### src/design/vpg_pkg.sv
// Shared constants of the video pattern generator and self-test checker
package vpg_pkg;

   // -----------------------------------------------------------------
   // Register indices; byte address on the bus is four times the index
   // -----------------------------------------------------------------
   localparam logic [7:0] IX_CTL = 8'h64;   // Enable and fixed pattern
   localparam logic [7:0] IX_CFG = 8'h65;   // Pattern configuration
   localparam logic [7:0] IX_IA  = 8'h66;   // Indirect address
   localparam logic [7:0] IX_ID  = 8'h67;   // Indirect data
   localparam logic [7:0] IX_DBG = 8'h68;   // Self-test control
   localparam logic [7:0] IX_RES = 8'h69;   // Self-test result
   localparam int         PADDR_W = 12;

   // -----------------------------------------------------------------
   // Field positions and reset values
   // -----------------------------------------------------------------
   localparam int CTL_EN     = 0;
   localparam int CTL_SEL    = 4;
   localparam int CFG_ASCRL  = 0;
   localparam int CFG_INV    = 1;
   localparam int CFG_TSEL   = 2;
   localparam int CFG_EXTCLK = 3;
   localparam int CFG_18B    = 4;
   localparam int DBG_BIST   = 3;
   localparam int RES_ERR    = 7;
   localparam logic [7:0] CTL_RST = 8'h10;
   localparam logic [7:0] CFG_RST = 8'h00;
   localparam logic [7:0] CFG_MSK = 8'h1f;
   localparam logic [7:0] IA_RST  = 8'h00;
   localparam logic [7:0] DBG_RST = 8'h00;

   // -----------------------------------------------------------------
   // Indirect register map
   // -----------------------------------------------------------------
   localparam int         IND_DEPTH = 32;
   localparam logic [7:0] IND_TOTH  = 8'h00;   // Lo byte, hi nibble next
   localparam logic [7:0] IND_TOTV  = 8'h02;
   localparam logic [7:0] IND_ACTH  = 8'h04;
   localparam logic [7:0] IND_ACTV  = 8'h06;
   localparam logic [7:0] IND_HSW   = 8'h08;
   localparam logic [7:0] IND_VSW   = 8'h09;
   localparam logic [7:0] IND_HBP   = 8'h0a;
   localparam logic [7:0] IND_VBP   = 8'h0b;
   localparam logic [7:0] IND_SYNC  = 8'h0c;   // Bit 0 hsync low, 1 vsync low
   localparam logic [7:0] IND_FT    = 8'h0d;   // Frames per scrolled pattern
   localparam logic [7:0] IND_RED   = 8'h0e;
   localparam logic [7:0] IND_GRN   = 8'h0f;
   localparam logic [7:0] IND_BLU   = 8'h10;
   localparam logic [7:0] IND_ERR   = 8'h11;   // Mismatch count, read only

   // -----------------------------------------------------------------
   // Patterns, depths and clocking
   // -----------------------------------------------------------------
   localparam logic [3:0] PAT_FIRST  = 4'h1;
   localparam logic [3:0] PAT_LAST   = 4'he;
   localparam logic [8:0] LVL_24     = 9'h100;
   localparam logic [8:0] LVL_18     = 9'h040;
   localparam logic [23:0] MSK_18    = 24'hfcfcfc;
   localparam int         DIV_DEF    = 2;   // Internal pixel clock divide
endpackage

### src/design/vpg_ind_regs.sv
// Indirectly mapped register memory of the pattern generator
`timescale 1ns/1ps
module vpg_ind_regs #(
   parameter int DEPTH = vpg_pkg::IND_DEPTH
) (
   input  wire logic               clk,
   input  wire logic               rst_n,
   input  wire logic               we,
   input  wire logic [7:0]         addr,
   input  wire logic [7:0]         wdata,
   input  wire logic [7:0]         err_cnt,
   output logic      [DEPTH*8-1:0] words,
   output logic      [7:0]         rdata
);
   import vpg_pkg::*;
   localparam int AW = $clog2(DEPTH);

   typedef struct packed {
      logic [DEPTH-1:0][7:0] mem;
      logic [7:0]            rdata;
   } vpg_ind_s;

   vpg_ind_s s_r;
   vpg_ind_s s_nxt;

   // Write port and registered read of the addressed word
   always_comb begin
      s_nxt = s_r;
      if (we && addr < DEPTH && addr != IND_ERR) begin
         s_nxt.mem[addr[AW-1:0]] = wdata;
      end
      if (addr == IND_ERR) begin
         s_nxt.rdata = err_cnt;
      end else if (addr < DEPTH) begin
         s_nxt.rdata = s_nxt.mem[addr[AW-1:0]];
      end else begin
         s_nxt.rdata = 8'h00;
      end
   end

   // State register
   always_ff @(posedge clk or negedge rst_n) begin
      if (!rst_n) begin
         s_r <= '0;
      end else begin
         s_r <= s_nxt;
      end
   end

   assign words = s_r.mem;
   assign rdata = s_r.rdata;
endmodule

### src/design/vpg_top.sv
// Video pattern generator with indirect registers and self-test checker
// Behaviour
// - Depth bit set gives 64 levels and six upper bits; clear gives 256 levels
// - With own timing, clock source bit picks external pixel clock or divided clock
// - Clock source bit is ignored while external timing is selected
// - Timing select 1 builds frame timing from programmed sizes, widths and porches
// - Timing select 0 follows external pixel clock, enable and syncs
// - Inversion bit set outputs bitwise inverse colour, clear passes colour
// - Auto-scroll counts frames and advances pattern when count reaches frame time
// - Without auto-scroll the selected pattern stays indefinitely
// - Indirect address register selects which indirect register data port reaches
// - Writing indirect data stores the byte into the addressed indirect register
// - Reading indirect data returns the addressed indirect register contents
// - Self-test enable compares received pixels against local pattern, counts mismatches
// - Self-test error flag in bit 7 is set while mismatch count is non-zero
// - Generator outputs only while enabled; clearing enable stops generation unless self-test is on
// - Auto-scroll ignores the fixed pattern selection field
`timescale 1ns/1ps
module vpg_top #(
   parameter logic [7:0] DIV = 8'(vpg_pkg::DIV_DEF)
) (
   input  wire logic                         clk,
   input  wire logic                         rst_n,
   input  wire logic [vpg_pkg::PADDR_W-1:0]  paddr,
   input  wire logic                         psel,
   input  wire logic                         penable,
   input  wire logic                         pwrite,
   input  wire logic [31:0]                  pwdata,
   output logic      [31:0]                  prdata,
   output logic                              pready,
   output logic                              pslverr,
   input  wire logic                         ext_pclk,
   input  wire logic                         ext_de,
   input  wire logic                         ext_hs,
   input  wire logic                         ext_vs,
   input  wire logic [23:0]                  rx_rgb,
   output logic      [23:0]                  vid_rgb,
   output logic                              vid_de,
   output logic                              vid_hs,
   output logic                              vid_vs,
   output logic                              bist_err
);
   import vpg_pkg::*;

   typedef struct packed {
      logic [2:0]  pclk_q;
      logic [1:0]  de_q;
      logic [1:0]  hs_q;
      logic [1:0]  vs_q;
      logic [7:0]  divc;
      logic [11:0] h;
      logic [11:0] v;
      logic [11:0] hacc;
      logic [11:0] vacc;
      logic [7:0]  hl;
      logic [7:0]  vl;
      logic        de_p;
      logic        vs_p;
      logic [7:0]  fcnt;
      logic [3:0]  spat;
      logic [7:0]  err;
      logic        bist_p;
      logic [7:0]  ctl;
      logic [7:0]  cfg;
      logic [7:0]  ia;
      logic [7:0]  dbg;
      logic [23:0] rgb;
      logic        de;
      logic        hs;
      logic        vs;
      logic        berr;
      logic [31:0] prdata;
      logic        pready;
      logic        pslverr;
   } vpg_state_s;

   vpg_state_s s_r;
   vpg_state_s s_nxt;

   logic [IND_DEPTH*8-1:0] words;
   logic [7:0]             ind_rdata;
   logic                   ind_we;

   // -----------------------------------------------------------------
   // Helpers
   // -----------------------------------------------------------------
   function automatic logic [7:0] wd(input logic [IND_DEPTH*8-1:0] w,
                                     input logic [7:0] a);
      return w[a*8 +: 8];
   endfunction

   // One scaling step: spread the levels evenly over the active span
   function automatic logic [19:0] step(input logic [11:0] acc,
                                        input logic [7:0] lvl,
                                        input logic [11:0] span,
                                        input logic [8:0] lvls);
      logic [12:0] sum;
      logic [7:0]  l;
      sum = {1'b0, acc} + {4'h0, lvls};
      l   = lvl;
      if (sum >= {1'b0, span}) begin
         sum = sum - {1'b0, span};
         if ({1'b0, l} != lvls - 9'h001) begin
            l = l + 8'h01;
         end
      end
      return {sum[11:0], l};
   endfunction

   // -----------------------------------------------------------------
   // Decoded configuration
   // -----------------------------------------------------------------
   logic        en, asc, inv, tsel, extc, d18, bist;
   logic [3:0]  sel, cur;
   logic [11:0] toth, totv, acth, actv, hst, vst;
   logic [7:0]  scfg, ft;
   logic [8:0]  lvls;

   always_comb begin
      en   = s_r.ctl[CTL_EN];
      sel  = s_r.ctl[CTL_SEL +: 4];
      asc  = s_r.cfg[CFG_ASCRL];
      inv  = s_r.cfg[CFG_INV];
      tsel = s_r.cfg[CFG_TSEL];
      extc = s_r.cfg[CFG_EXTCLK];
      d18  = s_r.cfg[CFG_18B];
      bist = s_r.dbg[DBG_BIST];
      lvls = d18 ? LVL_18 : LVL_24;
      cur  = asc ? s_r.spat : sel;
      // High nibble sits in the byte after the low byte of each size pair
      toth = {words[IND_TOTH*8+8 +: 4], wd(words, IND_TOTH)};
      totv = {words[IND_TOTV*8+8 +: 4], wd(words, IND_TOTV)};
      acth = {words[IND_ACTH*8+8 +: 4], wd(words, IND_ACTH)};
      actv = {words[IND_ACTV*8+8 +: 4], wd(words, IND_ACTV)};
      hst  = {4'h0, wd(words, IND_HSW)} + {4'h0, wd(words, IND_HBP)};
      vst  = {4'h0, wd(words, IND_VSW)} + {4'h0, wd(words, IND_VBP)};
      scfg = wd(words, IND_SYNC);
      ft   = wd(words, IND_FT);
   end

   // -----------------------------------------------------------------
   // Pixel rate and frame timing
   // -----------------------------------------------------------------
   logic pclk_rise, div_tick, pix_en, i_de, t_de, t_hs, t_vs;

   always_comb begin
      pclk_rise = s_r.pclk_q[1] & ~s_r.pclk_q[2];
      div_tick  = (s_r.divc == DIV - 8'h01);
      pix_en    = tsel ? (extc ? pclk_rise : div_tick) : pclk_rise;
      i_de = (s_r.h >= hst) && (s_r.h < hst + acth) &&
             (s_r.v >= vst) && (s_r.v < vst + actv);
      t_de = tsel ? i_de : s_r.de_q[1];
      t_hs = tsel ? (s_r.h < {4'h0, wd(words, IND_HSW)}) : s_r.hs_q[1];
      t_vs = tsel ? (s_r.v < {4'h0, wd(words, IND_VSW)}) : s_r.vs_q[1];
   end

   // -----------------------------------------------------------------
   // Pattern colour for the current pixel
   // -----------------------------------------------------------------
   logic [7:0]  hlv, vlv;
   logic [23:0] raw, col;

   always_comb begin
      hlv = s_r.hl;
      vlv = s_r.vl;
      unique case (cur)
         4'h1:    raw = 24'hffffff;
         4'h2:    raw = 24'h000000;
         4'h3:    raw = 24'hff0000;
         4'h4:    raw = 24'h00ff00;
         4'h5:    raw = 24'h0000ff;
         4'h6:    raw = {hlv, hlv, hlv};
         4'h7:    raw = {hlv, 16'h0000};
         4'h8:    raw = {8'h00, hlv, 8'h00};
         4'h9:    raw = {16'h0000, hlv};
         4'ha:    raw = {vlv, vlv, vlv};
         4'hb:    raw = {vlv, 16'h0000};
         4'hc:    raw = {8'h00, vlv, 8'h00};
         4'hd:    raw = {16'h0000, vlv};
         4'he:    raw = {wd(words, IND_RED), wd(words, IND_GRN), wd(words, IND_BLU)};
         default: raw = 24'h000000;
      endcase
      col = raw ^ {24{inv}};
      if (d18) begin
         col = col & MSK_18;
      end
   end

   // -----------------------------------------------------------------
   // Bus decode
   // -----------------------------------------------------------------
   logic       setup, acc, hit;
   logic [7:0] idx, rd;

   always_comb begin
      setup = psel & ~penable;
      acc   = psel & penable & s_r.pready;
      idx   = paddr[9:2];
      hit   = (paddr[11:10] == 2'b00) && (paddr[1:0] == 2'b00) &&
              (idx >= IX_CTL) && (idx <= IX_RES);
      unique case (idx)
         IX_CTL:  rd = s_r.ctl;
         IX_CFG:  rd = s_r.cfg & CFG_MSK;
         IX_IA:   rd = s_r.ia;
         IX_ID:   rd = ind_rdata;
         IX_DBG:  rd = s_r.dbg;
         IX_RES:  rd = {s_r.err != 8'h00, 7'h00};
         default: rd = 8'h00;
      endcase
      ind_we = acc & pwrite & hit & (idx == IX_ID);
   end

   // -----------------------------------------------------------------
   // Next state
   // -----------------------------------------------------------------
   logic [19:0] hs_step, vs_step;

   always_comb begin
      s_nxt   = s_r;
      hs_step = step(s_r.hacc, s_r.hl, acth, lvls);
      vs_step = step(s_r.vacc, s_r.vl, actv, lvls);
      // Pin synchronisers
      s_nxt.pclk_q = {s_r.pclk_q[1:0], ext_pclk};
      s_nxt.de_q   = {s_r.de_q[0], ext_de};
      s_nxt.hs_q   = {s_r.hs_q[0], ext_hs};
      s_nxt.vs_q   = {s_r.vs_q[0], ext_vs};
      s_nxt.divc   = div_tick ? 8'h00 : s_r.divc + 8'h01;
      // Generator runs while enabled or while the checker needs it
      if (pix_en && (en || bist)) begin
         if (tsel) begin
            if (s_r.h + 12'h001 >= toth) begin
               s_nxt.h = 12'h000;
               s_nxt.v = (s_r.v + 12'h001 >= totv) ? 12'h000 : s_r.v + 12'h001;
            end else begin
               s_nxt.h = s_r.h + 12'h001;
            end
         end
         s_nxt.de_p = t_de;
         s_nxt.vs_p = t_vs;
         if (t_de) begin
            {s_nxt.hacc, s_nxt.hl} = hs_step;
         end else begin
            s_nxt.hacc = 12'h000;
            s_nxt.hl   = 8'h00;
         end
         if (s_r.de_p && !t_de) begin
            {s_nxt.vacc, s_nxt.vl} = vs_step;
         end
         // New frame: restart vertical scale and count frames
         if (t_vs && !s_r.vs_p) begin
            s_nxt.vacc = 12'h000;
            s_nxt.vl   = 8'h00;
            if (asc) begin
               if (s_r.fcnt + 8'h01 >= ft) begin
                  s_nxt.fcnt = 8'h00;
                  s_nxt.spat = (s_r.spat >= PAT_LAST) ? PAT_FIRST : s_r.spat + 4'h1;
               end else begin
                  s_nxt.fcnt = s_r.fcnt + 8'h01;
               end
            end
         end
         s_nxt.de  = t_de & en;
         s_nxt.rgb = (t_de && en) ? col : 24'h000000;
         s_nxt.hs  = (t_hs & en) ^ scfg[0];
         s_nxt.vs  = (t_vs & en) ^ scfg[1];
      end
      if (!asc) begin
         s_nxt.fcnt = 8'h00;
         s_nxt.spat = sel;
      end
      if (!en) begin
         s_nxt.de  = 1'b0;
         s_nxt.rgb = 24'h000000;
         s_nxt.hs  = scfg[0];
         s_nxt.vs  = scfg[1];
      end
      // Self-test: count active-pixel mismatches, cleared on enable
      s_nxt.bist_p = bist;
      if (bist && !s_r.bist_p) begin
         s_nxt.err = 8'h00;
      end else if (pix_en && bist && t_de && rx_rgb != col && s_r.err != 8'hff) begin
         s_nxt.err = s_r.err + 8'h01;
      end
      s_nxt.berr = (s_nxt.err != 8'h00);
      // Bus slave: answer in the first access cycle
      s_nxt.pready  = setup;
      s_nxt.pslverr = setup & ~hit;
      if (setup && !pwrite) begin
         s_nxt.prdata = {24'h000000, hit ? rd : 8'h00};
      end
      if (acc && pwrite && hit) begin
         unique case (idx)
            IX_CTL:  s_nxt.ctl = pwdata[7:0];
            IX_CFG:  s_nxt.cfg = pwdata[7:0] & CFG_MSK;
            IX_IA:   s_nxt.ia  = pwdata[7:0];
            IX_DBG:  s_nxt.dbg = pwdata[7:0];
            default: s_nxt.ia  = s_r.ia;
         endcase
      end
   end

   // State register
   always_ff @(posedge clk or negedge rst_n) begin
      if (!rst_n) begin
         s_r      <= '0;
         s_r.ctl  <= CTL_RST;
         s_r.cfg  <= CFG_RST;
         s_r.ia   <= IA_RST;
         s_r.dbg  <= DBG_RST;
         s_r.spat <= PAT_FIRST;
      end else begin
         s_r <= s_nxt;
      end
   end

   // Indirect registers addressed by the indirect address register
   vpg_ind_regs #(
      .DEPTH   (IND_DEPTH)
   ) u_ind (
      .clk     (clk),
      .rst_n   (rst_n),
      .we      (ind_we),
      .addr    (s_r.ia),
      .wdata   (pwdata[7:0]),
      .err_cnt (s_r.err),
      .words   (words),
      .rdata   (ind_rdata)
   );

   assign prdata   = s_r.prdata;
   assign pready   = s_r.pready;
   assign pslverr  = s_r.pslverr;
   assign vid_rgb  = s_r.rgb;
   assign vid_de   = s_r.de;
   assign vid_hs   = s_r.hs;
   assign vid_vs   = s_r.vs;
   assign bist_err = s_r.berr;
endmodule

### config.mk
export PLATFORM = sky130hd
export DESIGN_NAME = vpg_top
export DESIGN_NICKNAME = d
export VERILOG_FILES = /design/src/design/vpg_pkg.sv /design/src/design/vpg_ind_regs.sv /design/src/design/vpg_top.sv
export SDC_FILE = /design/constraint.sdc
export NUM_CORES = 1
export LEC_CHECK = 0
export ABC_AREA = 1
export BUFFER_PORTS_ARGS = -buffer_cell sky130_fd_sc_hd__buf_2
export CAP_MARGIN = 10
export CORE_MARGIN = 2
export CORE_UTILIZATION = 45
export CTS_CLUSTER_SIZE = 12
export DETAILED_ROUTE_END_ITERATION = 8
export PLACE_DENSITY = 0.63
export SYNTH_ARGS = -nofsm -noshare
export SYNTH_HDL_FRONTEND = slang
export SYNTH_SLANG_ARGS = --single-unit
### constraint.sdc
create_clock -name clk -period 5.9 [get_ports clk]
set_clock_uncertainty 0.1 [all_clocks]
set_input_delay 0.295 -clock clk [delete_from_list [all_inputs] [get_ports clk]]
set_output_delay 0.295 -clock clk [all_outputs]
set_load 0.02 [all_outputs]
**Word-level counts from Yosys, hierarchy flattened**

Index checks and enable logic that the tools add are counted.

- $add $sub $neg: 17
- $lt $le $gt $ge: 17
- Reduce and logical (&&, ||, !) cells: 44
- Equal/unequal tests: 32
- Bitwise gates (word level): 17
- Multiplexer cells: 45

Operator list:

| operator | number |
|---|---|
| case mux 24 bit (13 select lines) | 1 |
| bitwise mux 256 bit | 1 |
| two-way mux 256 bit | 1 |
| two-way mux 8 bit | 16 |
| two-way mux 12 bit | 10 |
| two-way mux 27 bit | 2 |
| equality test 8 x 7 -> 1 bit, second input constant | 6 |
| case mux 8 bit (6 select lines) | 1 |
| adder 8 x 1 -> 8 bit, second input constant | 5 |
| binary-select mux 8 bit (select 5 bit) | 1 |
| demux 8 bit (select 5 bit) | 1 |
| equality test 4 bit, second input constant | 7 |
| adder 12 x 9 -> 13 bit | 2 |
| greater-or-equal comparator 13 x 12 -> 1 bit | 2 |
| adder 12 x 1 -> 12 bit, second input constant | 2 |
| adder 9 x 12 -> 12 bit | 2 |
| greater-or-equal comparator 12 bit | 2 |
| greater-or-equal comparator 12 x 9 -> 1 bit | 2 |
| less-than comparator 12 bit | 2 |
| less-than comparator 12 x 8 -> 1 bit | 2 |
| two-way mux 24 bit | 1 |
| != test 24 bit | 1 |
| subtractor 12 bit | 2 |
| bitwise XOR 24 bit | 1 |
| other kinds (35) | 99 |

- Word-level logic and storage cells: 234
- Input port bits: 77
- Output and inout bits: 62
- Register bits: 435

**Logic depth before layout (Yosys ltp)**

- Word-level depth: 13
- Depth in mapped cells: 36
- Gate-level depth less buffers: 35

**By module**

From an unflattened synthesis, not the netlist that was laid out.

- Cell total of the unflattened synthesis: 4675
- Area total of the unflattened synthesis: 30887.1 sq um

By module, submodules not included:

| module | cells an instance | area each (sq um) | sequential area each (sq um) | times used |
|---|---|---|---|---|
| vpg_ind_regs | 2476 | 15617.5 | 6606.3 | 1 |
| vpg_top | 2199 | 15269.6 | 4281.6 | 1 |

**Least setup slack after synthesis**

No wires, ideal clock.

- Path type: reg2reg
- From: reg u_ind.s_r, in the netlist u_ind.words[64]
- To: reg s_r, in the netlist bist_err
- Path buffers: 1
- Setup time: 0.119 ns
- Cell stages (with the launch flop): 35
- Data required time: 5.681 ns
- Path slack: 1.068 ns
- Arrival: 4.614 ns
- Clock period less this slack: 4.832 ns
- Cells stage by stage: dfrtp_1 -> ha_1 -> fa_1 -> a21oi_1 -> o21bai_1 -> nand2_1 -> a21oi_1 -> nor2_1 -> xor2_1 -> inv_1 -> ha_1 -> inv_1 -> o21bai_1 -> nand3_1 -> nand2_1 -> nand3_1 -> xor2_1 -> ha_1 -> nand2_1 -> inv_1 -> nand4_1 -> o211ai_1 -> a21oi_1 -> nand2_1 -> nor2_1 -> nand3_1 -> nand2_2 -> inv_1 -> nor2_1 -> buf_2 -> nand4_1 -> nand3_1 -> nand2_1 -> nor2_1 -> nand2_1

RTL lines:

| what | RTL line | text |
|---|---|---|
| start: declaration | vpg_ind_regs.sv:23 | `vpg_ind_s s_r;` |
| start signal: assignment | vpg_ind_regs.sv:46 | `s_r <= s_nxt;` |
| end signal: assignment | vpg_top.sv:312 | `s_r <= s_nxt;` |
| end: declaration | vpg_top.sv:77 | `vpg_state_s s_r;` |

**Final worst setup path**

- From: reg u_ind.s_r, in the netlist u_ind.words[64]
- To: reg s_r, in the netlist hlv[6]

- Cells in the longest elaborated chain, start to end: 9
- Elaborated cells between the ends (all ways): 12
- Classes of those cells: add/sub (2); order compare (2); eq/ne (2); mux (2); reduce/logical (4)

Ends and longest elaborated chain:

| what | RTL line | text |
|---|---|---|
| adder 8 x 8 -> 9 bit (*) | vpg_top.sv:135 | `hst = {4'h0, wd(words, IND_HSW)} + {4'h0, wd(words, IND_HBP)};` |
| adder 9 x 12 -> 12 bit | vpg_top.sv:150 | `i_de = (s_r.h >= hst) && (s_r.h < hst + acth) &&` |
| less-than comparator 12 bit | vpg_top.sv:150 |  |
| logical AND 1 bit (*) (2 in a row) | vpg_top.sv:150 |  |
| logical AND 1 bit (*) | vpg_top.sv:151 | `(s_r.v >= vst) && (s_r.v < vst + actv);` |
| two-way mux 1 bit (*) | vpg_top.sv:152 | `t_de = tsel ? i_de : s_r.de_q[1];` |
| != test 2 x 1 -> 1 bit (no line) | n/a |  |
| AND reduction 3 bit (no line) | n/a |  |

Every way passes the cells marked *; elsewhere a longest branch is shown, timed or not.
A chain may end at the register's enable or synchronous reset.

==> summary.txt <==
Outcome
  – Status: complete, no violations

Synth
  – Synth Warn #: 0
  – Main synth FF type: dfrtp_1
  – Cells after Synth: 3,336
  – Syn Std Cell Area: 0.0264 mm²
  – Async S/R FF share, synth: 1.00
  – Yosys cell types: 59
  – Seq/Total Area, Yosys: 0.413
  – Syn Area/Cell: between 7 and 8 µm²
  – Synthesized flop and latch total: 435
  – Post-synth EDFFs: 0

STA
  – Fmax: 0.185 GHz
  – Final Setup Violations: 0
  – Setup_tns: 0 ps
  – Fin. Hold Viols: 0
  – RSZ-0062 raised after global routing: no
  – Period utilization: 0.917
  – Max Slew Vio Count: 0
  – Min cycle time layout: 5410 ps
  – Max transition margin: 0.249
  – Setup ws final: 490 ps
  – Slew @ Worst Pin: 1120 ps

Clock network
  – Clk_lat worst skew: slightly above 600 ps
  – # H-tree levels: 2
  – Reg clk slew, reported paths: 60 ps
  – Num CTS Buffers: 49
  – CTS Sinks: 435
  – Clock Path Buffers: 3
  – TritonCTS clock tree: built
  – CTS Root Cell: clkbuf_16

Drt
  – Initial detailed-routing violation count: 2,025
  – DRC: 0
  – 1st-pass router iterations: 6
  – Vias per cell: 5.39
  – Post-route ant nets: 0
  – Total number of vias: 22,300
  – DR WL/cell: 17.9 µm
  – Final wirelength: roughly 74,000 µm

Worst hold path
  – Min-delay src: paddr[4]
  – Worst hold path endpoint: pslverr
  – Worst hold-check path type: input port to register
  – WHS Path Cells: 5

Place
  – Pre-CTS setup slack: 349 ps
  – Final HPWL DP: 51,700 µm
  – Number of port buffers: 90
  – Gpl congestion: 0.936
  – Placed Instance Area: between 0.02 and 0.03 mm²

Power
  – LEAKAGE: 14.3 nW
  – Power Density: roughly 220 mW/mm²
  – Max VDD drop: roughly 0.24 mV

Worst setup path
  – CP max stage cell: dfrtp_1
  – Slowest stage delay, CP: 400 ps
  – Crit start category: register
  – Critical path capture point type: register
  – Arrival time worst endpoint: 5790 ps
  – Req. time, crit path: 6280 ps
  – R2r startpoint: u_ind.words[64]
  – Critical path type: register to register
  – Worst reg-to-reg setup slack: 490 ps
  – R2r endpoint: hlv[6]
  – Worst Path Buf+Inv: 5
  – Worst reg2reg path depth: 33
  – Cell family with most CP delay: simple AND/OR/NAND/NOR gates
  – Crit path max fanout: 12

Global route
  – Global route overflow: 0
  – GRT Overall Usage: 0.245
  – Initial antenna violation count: 0
  – Vias in the first global route: 21,000
  – First-pass GRT wire length: 117,000 µm
  – Largest net degree at the start of global routing: 127

Cells and area
  – Share of layout cells above drive strength 1: 0.0910
  – Final net count: 3,595
  – Layout area overhead: 9.54%
  – Filler cells: 5,646
  – # diodes: 0
  – Design area: 0.0289 mm²

Floorplan
  – Starting Density: 0.457
  – Die area: 0.0606 mm²
  – Die outline height: 246 µm
  – Io pins: 139
  – Die width: 246 µm
  – Row Count: 88
  – Core area: between 0.05 and 0.06 mm²

Flow run
  – Max cap viols: 0
[report_power, final]
part | switching, W | total (W) | internal (W)
clock network | 0.00130 | 0.00311 | 0.00181
registers | 0.00000250 | 0.00299 | 0.00299
logic | 0.000149 | 0.000184 | 0.0000350
total | 0.00145 | 0.00629 | 0.00483
[cell families (layout without fill, tap and decap cells)]
| kind of cell | count (synthesis) | in the layout | synth area share |
|---|---|---|---|
| simple gates | 1307 | 1307 | 0.221 |
| compound gates | 788 | 788 | 0.163 |
| buf+inv | 538 | 562 | 0.0884 |
| flops | 435 | 435 | 0.413 |
| fa+ha+maj | 169 | 169 | 0.0818 |
| xor+xnor | 98 | 98 | 0.0330 |
| other cells | 1 | 24 | 0.000142 |
[stage by stage]
stage	util	total power [W]	hold WS [ps]	cells
finish	0.500	0.00629	36.6	4148
global route	0.500	0.00650	87.4	4148
floorplan	-	0.00311	-101	3359
detailed placement	0.470	0.00323	240	4051
CTS	0.500	0.00636	4.26	4146
global placement	0.470	0.00323	237	4051
[worst max path at each step]
stage	from	endpoint	cells past startpoint
after CTS	u_ind.words[72]	hlv[2]	29
after floorplan	u_ind.words[64]	bist_err	34
after global routing	u_ind.words[74]	bist_err	29
final	u_ind.words[64]	hlv[6]	33
after global placement	u_ind.words[64]	hlv[0]	33
after detailed placement	u_ind.words[72]	hlv[2]	29
[worst register-to-register path, delay by kind of cell, from the launching register on]
| kind | cells | cell delay, ps |
|---|---|---|
| AOI/OAI and AO/OA | 8 | 920 |
| buffers and inverters | 5 | 540 |
| and+or+nand+nor | 14 | 1710 |
| xor gates and xnor gates | 2 | 370 |
| adders and majority gates | 4 | 1230 |
| DFF | 1 | 400 |
[sequential cells by signal, indices dropped and copies added (netlist names), 5 cells and up]
signal       flops
hlv              8
prdata           8
s_nxt            5
s_r            106
u_ind.rdata      8
u_ind.words    256
vid_rgb         24
vlv              8
[timing repair]
| item | 4_1_cts | 5_1_grt |
|---|---|---|
| hold buffers | 10 | 0 |
| setup buffers | 0 | 2 |
| endpoints found under the setup margin | 0 | 30 |
| endpoints found under the hold margin | 113 | 0 |
| resized for setup | 0 | 6 |
[cell usage after synthesis (11+ instances only)]
| cell type | n | area share |
|---|---|---|
| a21oi_1 | 98 | 0.019 |
| buf_2 | 32 | 0.0061 |
| nor3_1 | 35 | 0.0066 |
| nand3_1 | 239 | 0.045 |
| nor2_1 | 153 | 0.022 |
| nand2_2 | 11 | 0.0026 |
| xor2_1 | 79 | 0.026 |
| inv_1 | 321 | 0.046 |
| or2_2 | 12 | 0.0028 |
| inv_2 | 14 | 0.0020 |
| o21bai_1 | 12 | 0.0034 |
| o21ai_1 | 164 | 0.031 |
| ha_1 | 163 | 0.077 |
| o21ai_0 | 327 | 0.062 |
| nor4_1 | 11 | 0.0026 |
| dfrtp_1 | 433 | 0.41 |
| xnor2_1 | 18 | 0.0060 |
| o31ai_1 | 11 | 0.0031 |
| o22ai_1 | 125 | 0.030 |
| nand3_2 | 26 | 0.0099 |
| clkbuf_1 | 94 | 0.013 |
| nand2_1 | 754 | 0.11 |
| buf_4 | 61 | 0.017 |
| nand4_1 | 25 | 0.0059 |
[final cells by class]
type,instances,area (µm²),share of cell area
Inverter,337,1270,0.0439
Multi-Input combinational cell,2386,13300,0.459
Sequential cell,435,10900,0.377
Tap cell,765,957,0.0331
Clock buffer,67,1370,0.0475
Timing Repair Buffer,140,890,0.0308
Clock inverter,18,251,0.00870
[cell usage in the layout, fill, tap and decap left out, types with 10 or more instances in the layout]
master,count
nand3_1,239
o21ai_0,326
nand3_2,26
o21bai_1,12
ha_1,163
conb_1,24
o21ai_1,164
clkbuf_16,49
nand2_2,13
nand2_1,752
clkbuf_1,10
xnor2_1,18
nor3_1,35
dfrtp_1,433
buf_2,89
o31ai_1,11
dlygate4sd3_1,10
inv_1,318
inv_2,16
xor2_1,79
nand4_1,25
nor4_1,11
o22ai_1,125
buf_4,37
nor2_1,152
or2_2,12
a21oi_1,98
[routing by layer]
layer,track usage,vias to the layer above,part of all wire
met2,0.372,636,0.44
met1,0.353,10400,0.47
met4,0.0868,0,0.031
li1,-,11100,-
met5,0,-,0
met3,0.0397,134,0.056
Note: power is estimated with default switching activity, not from simulation.
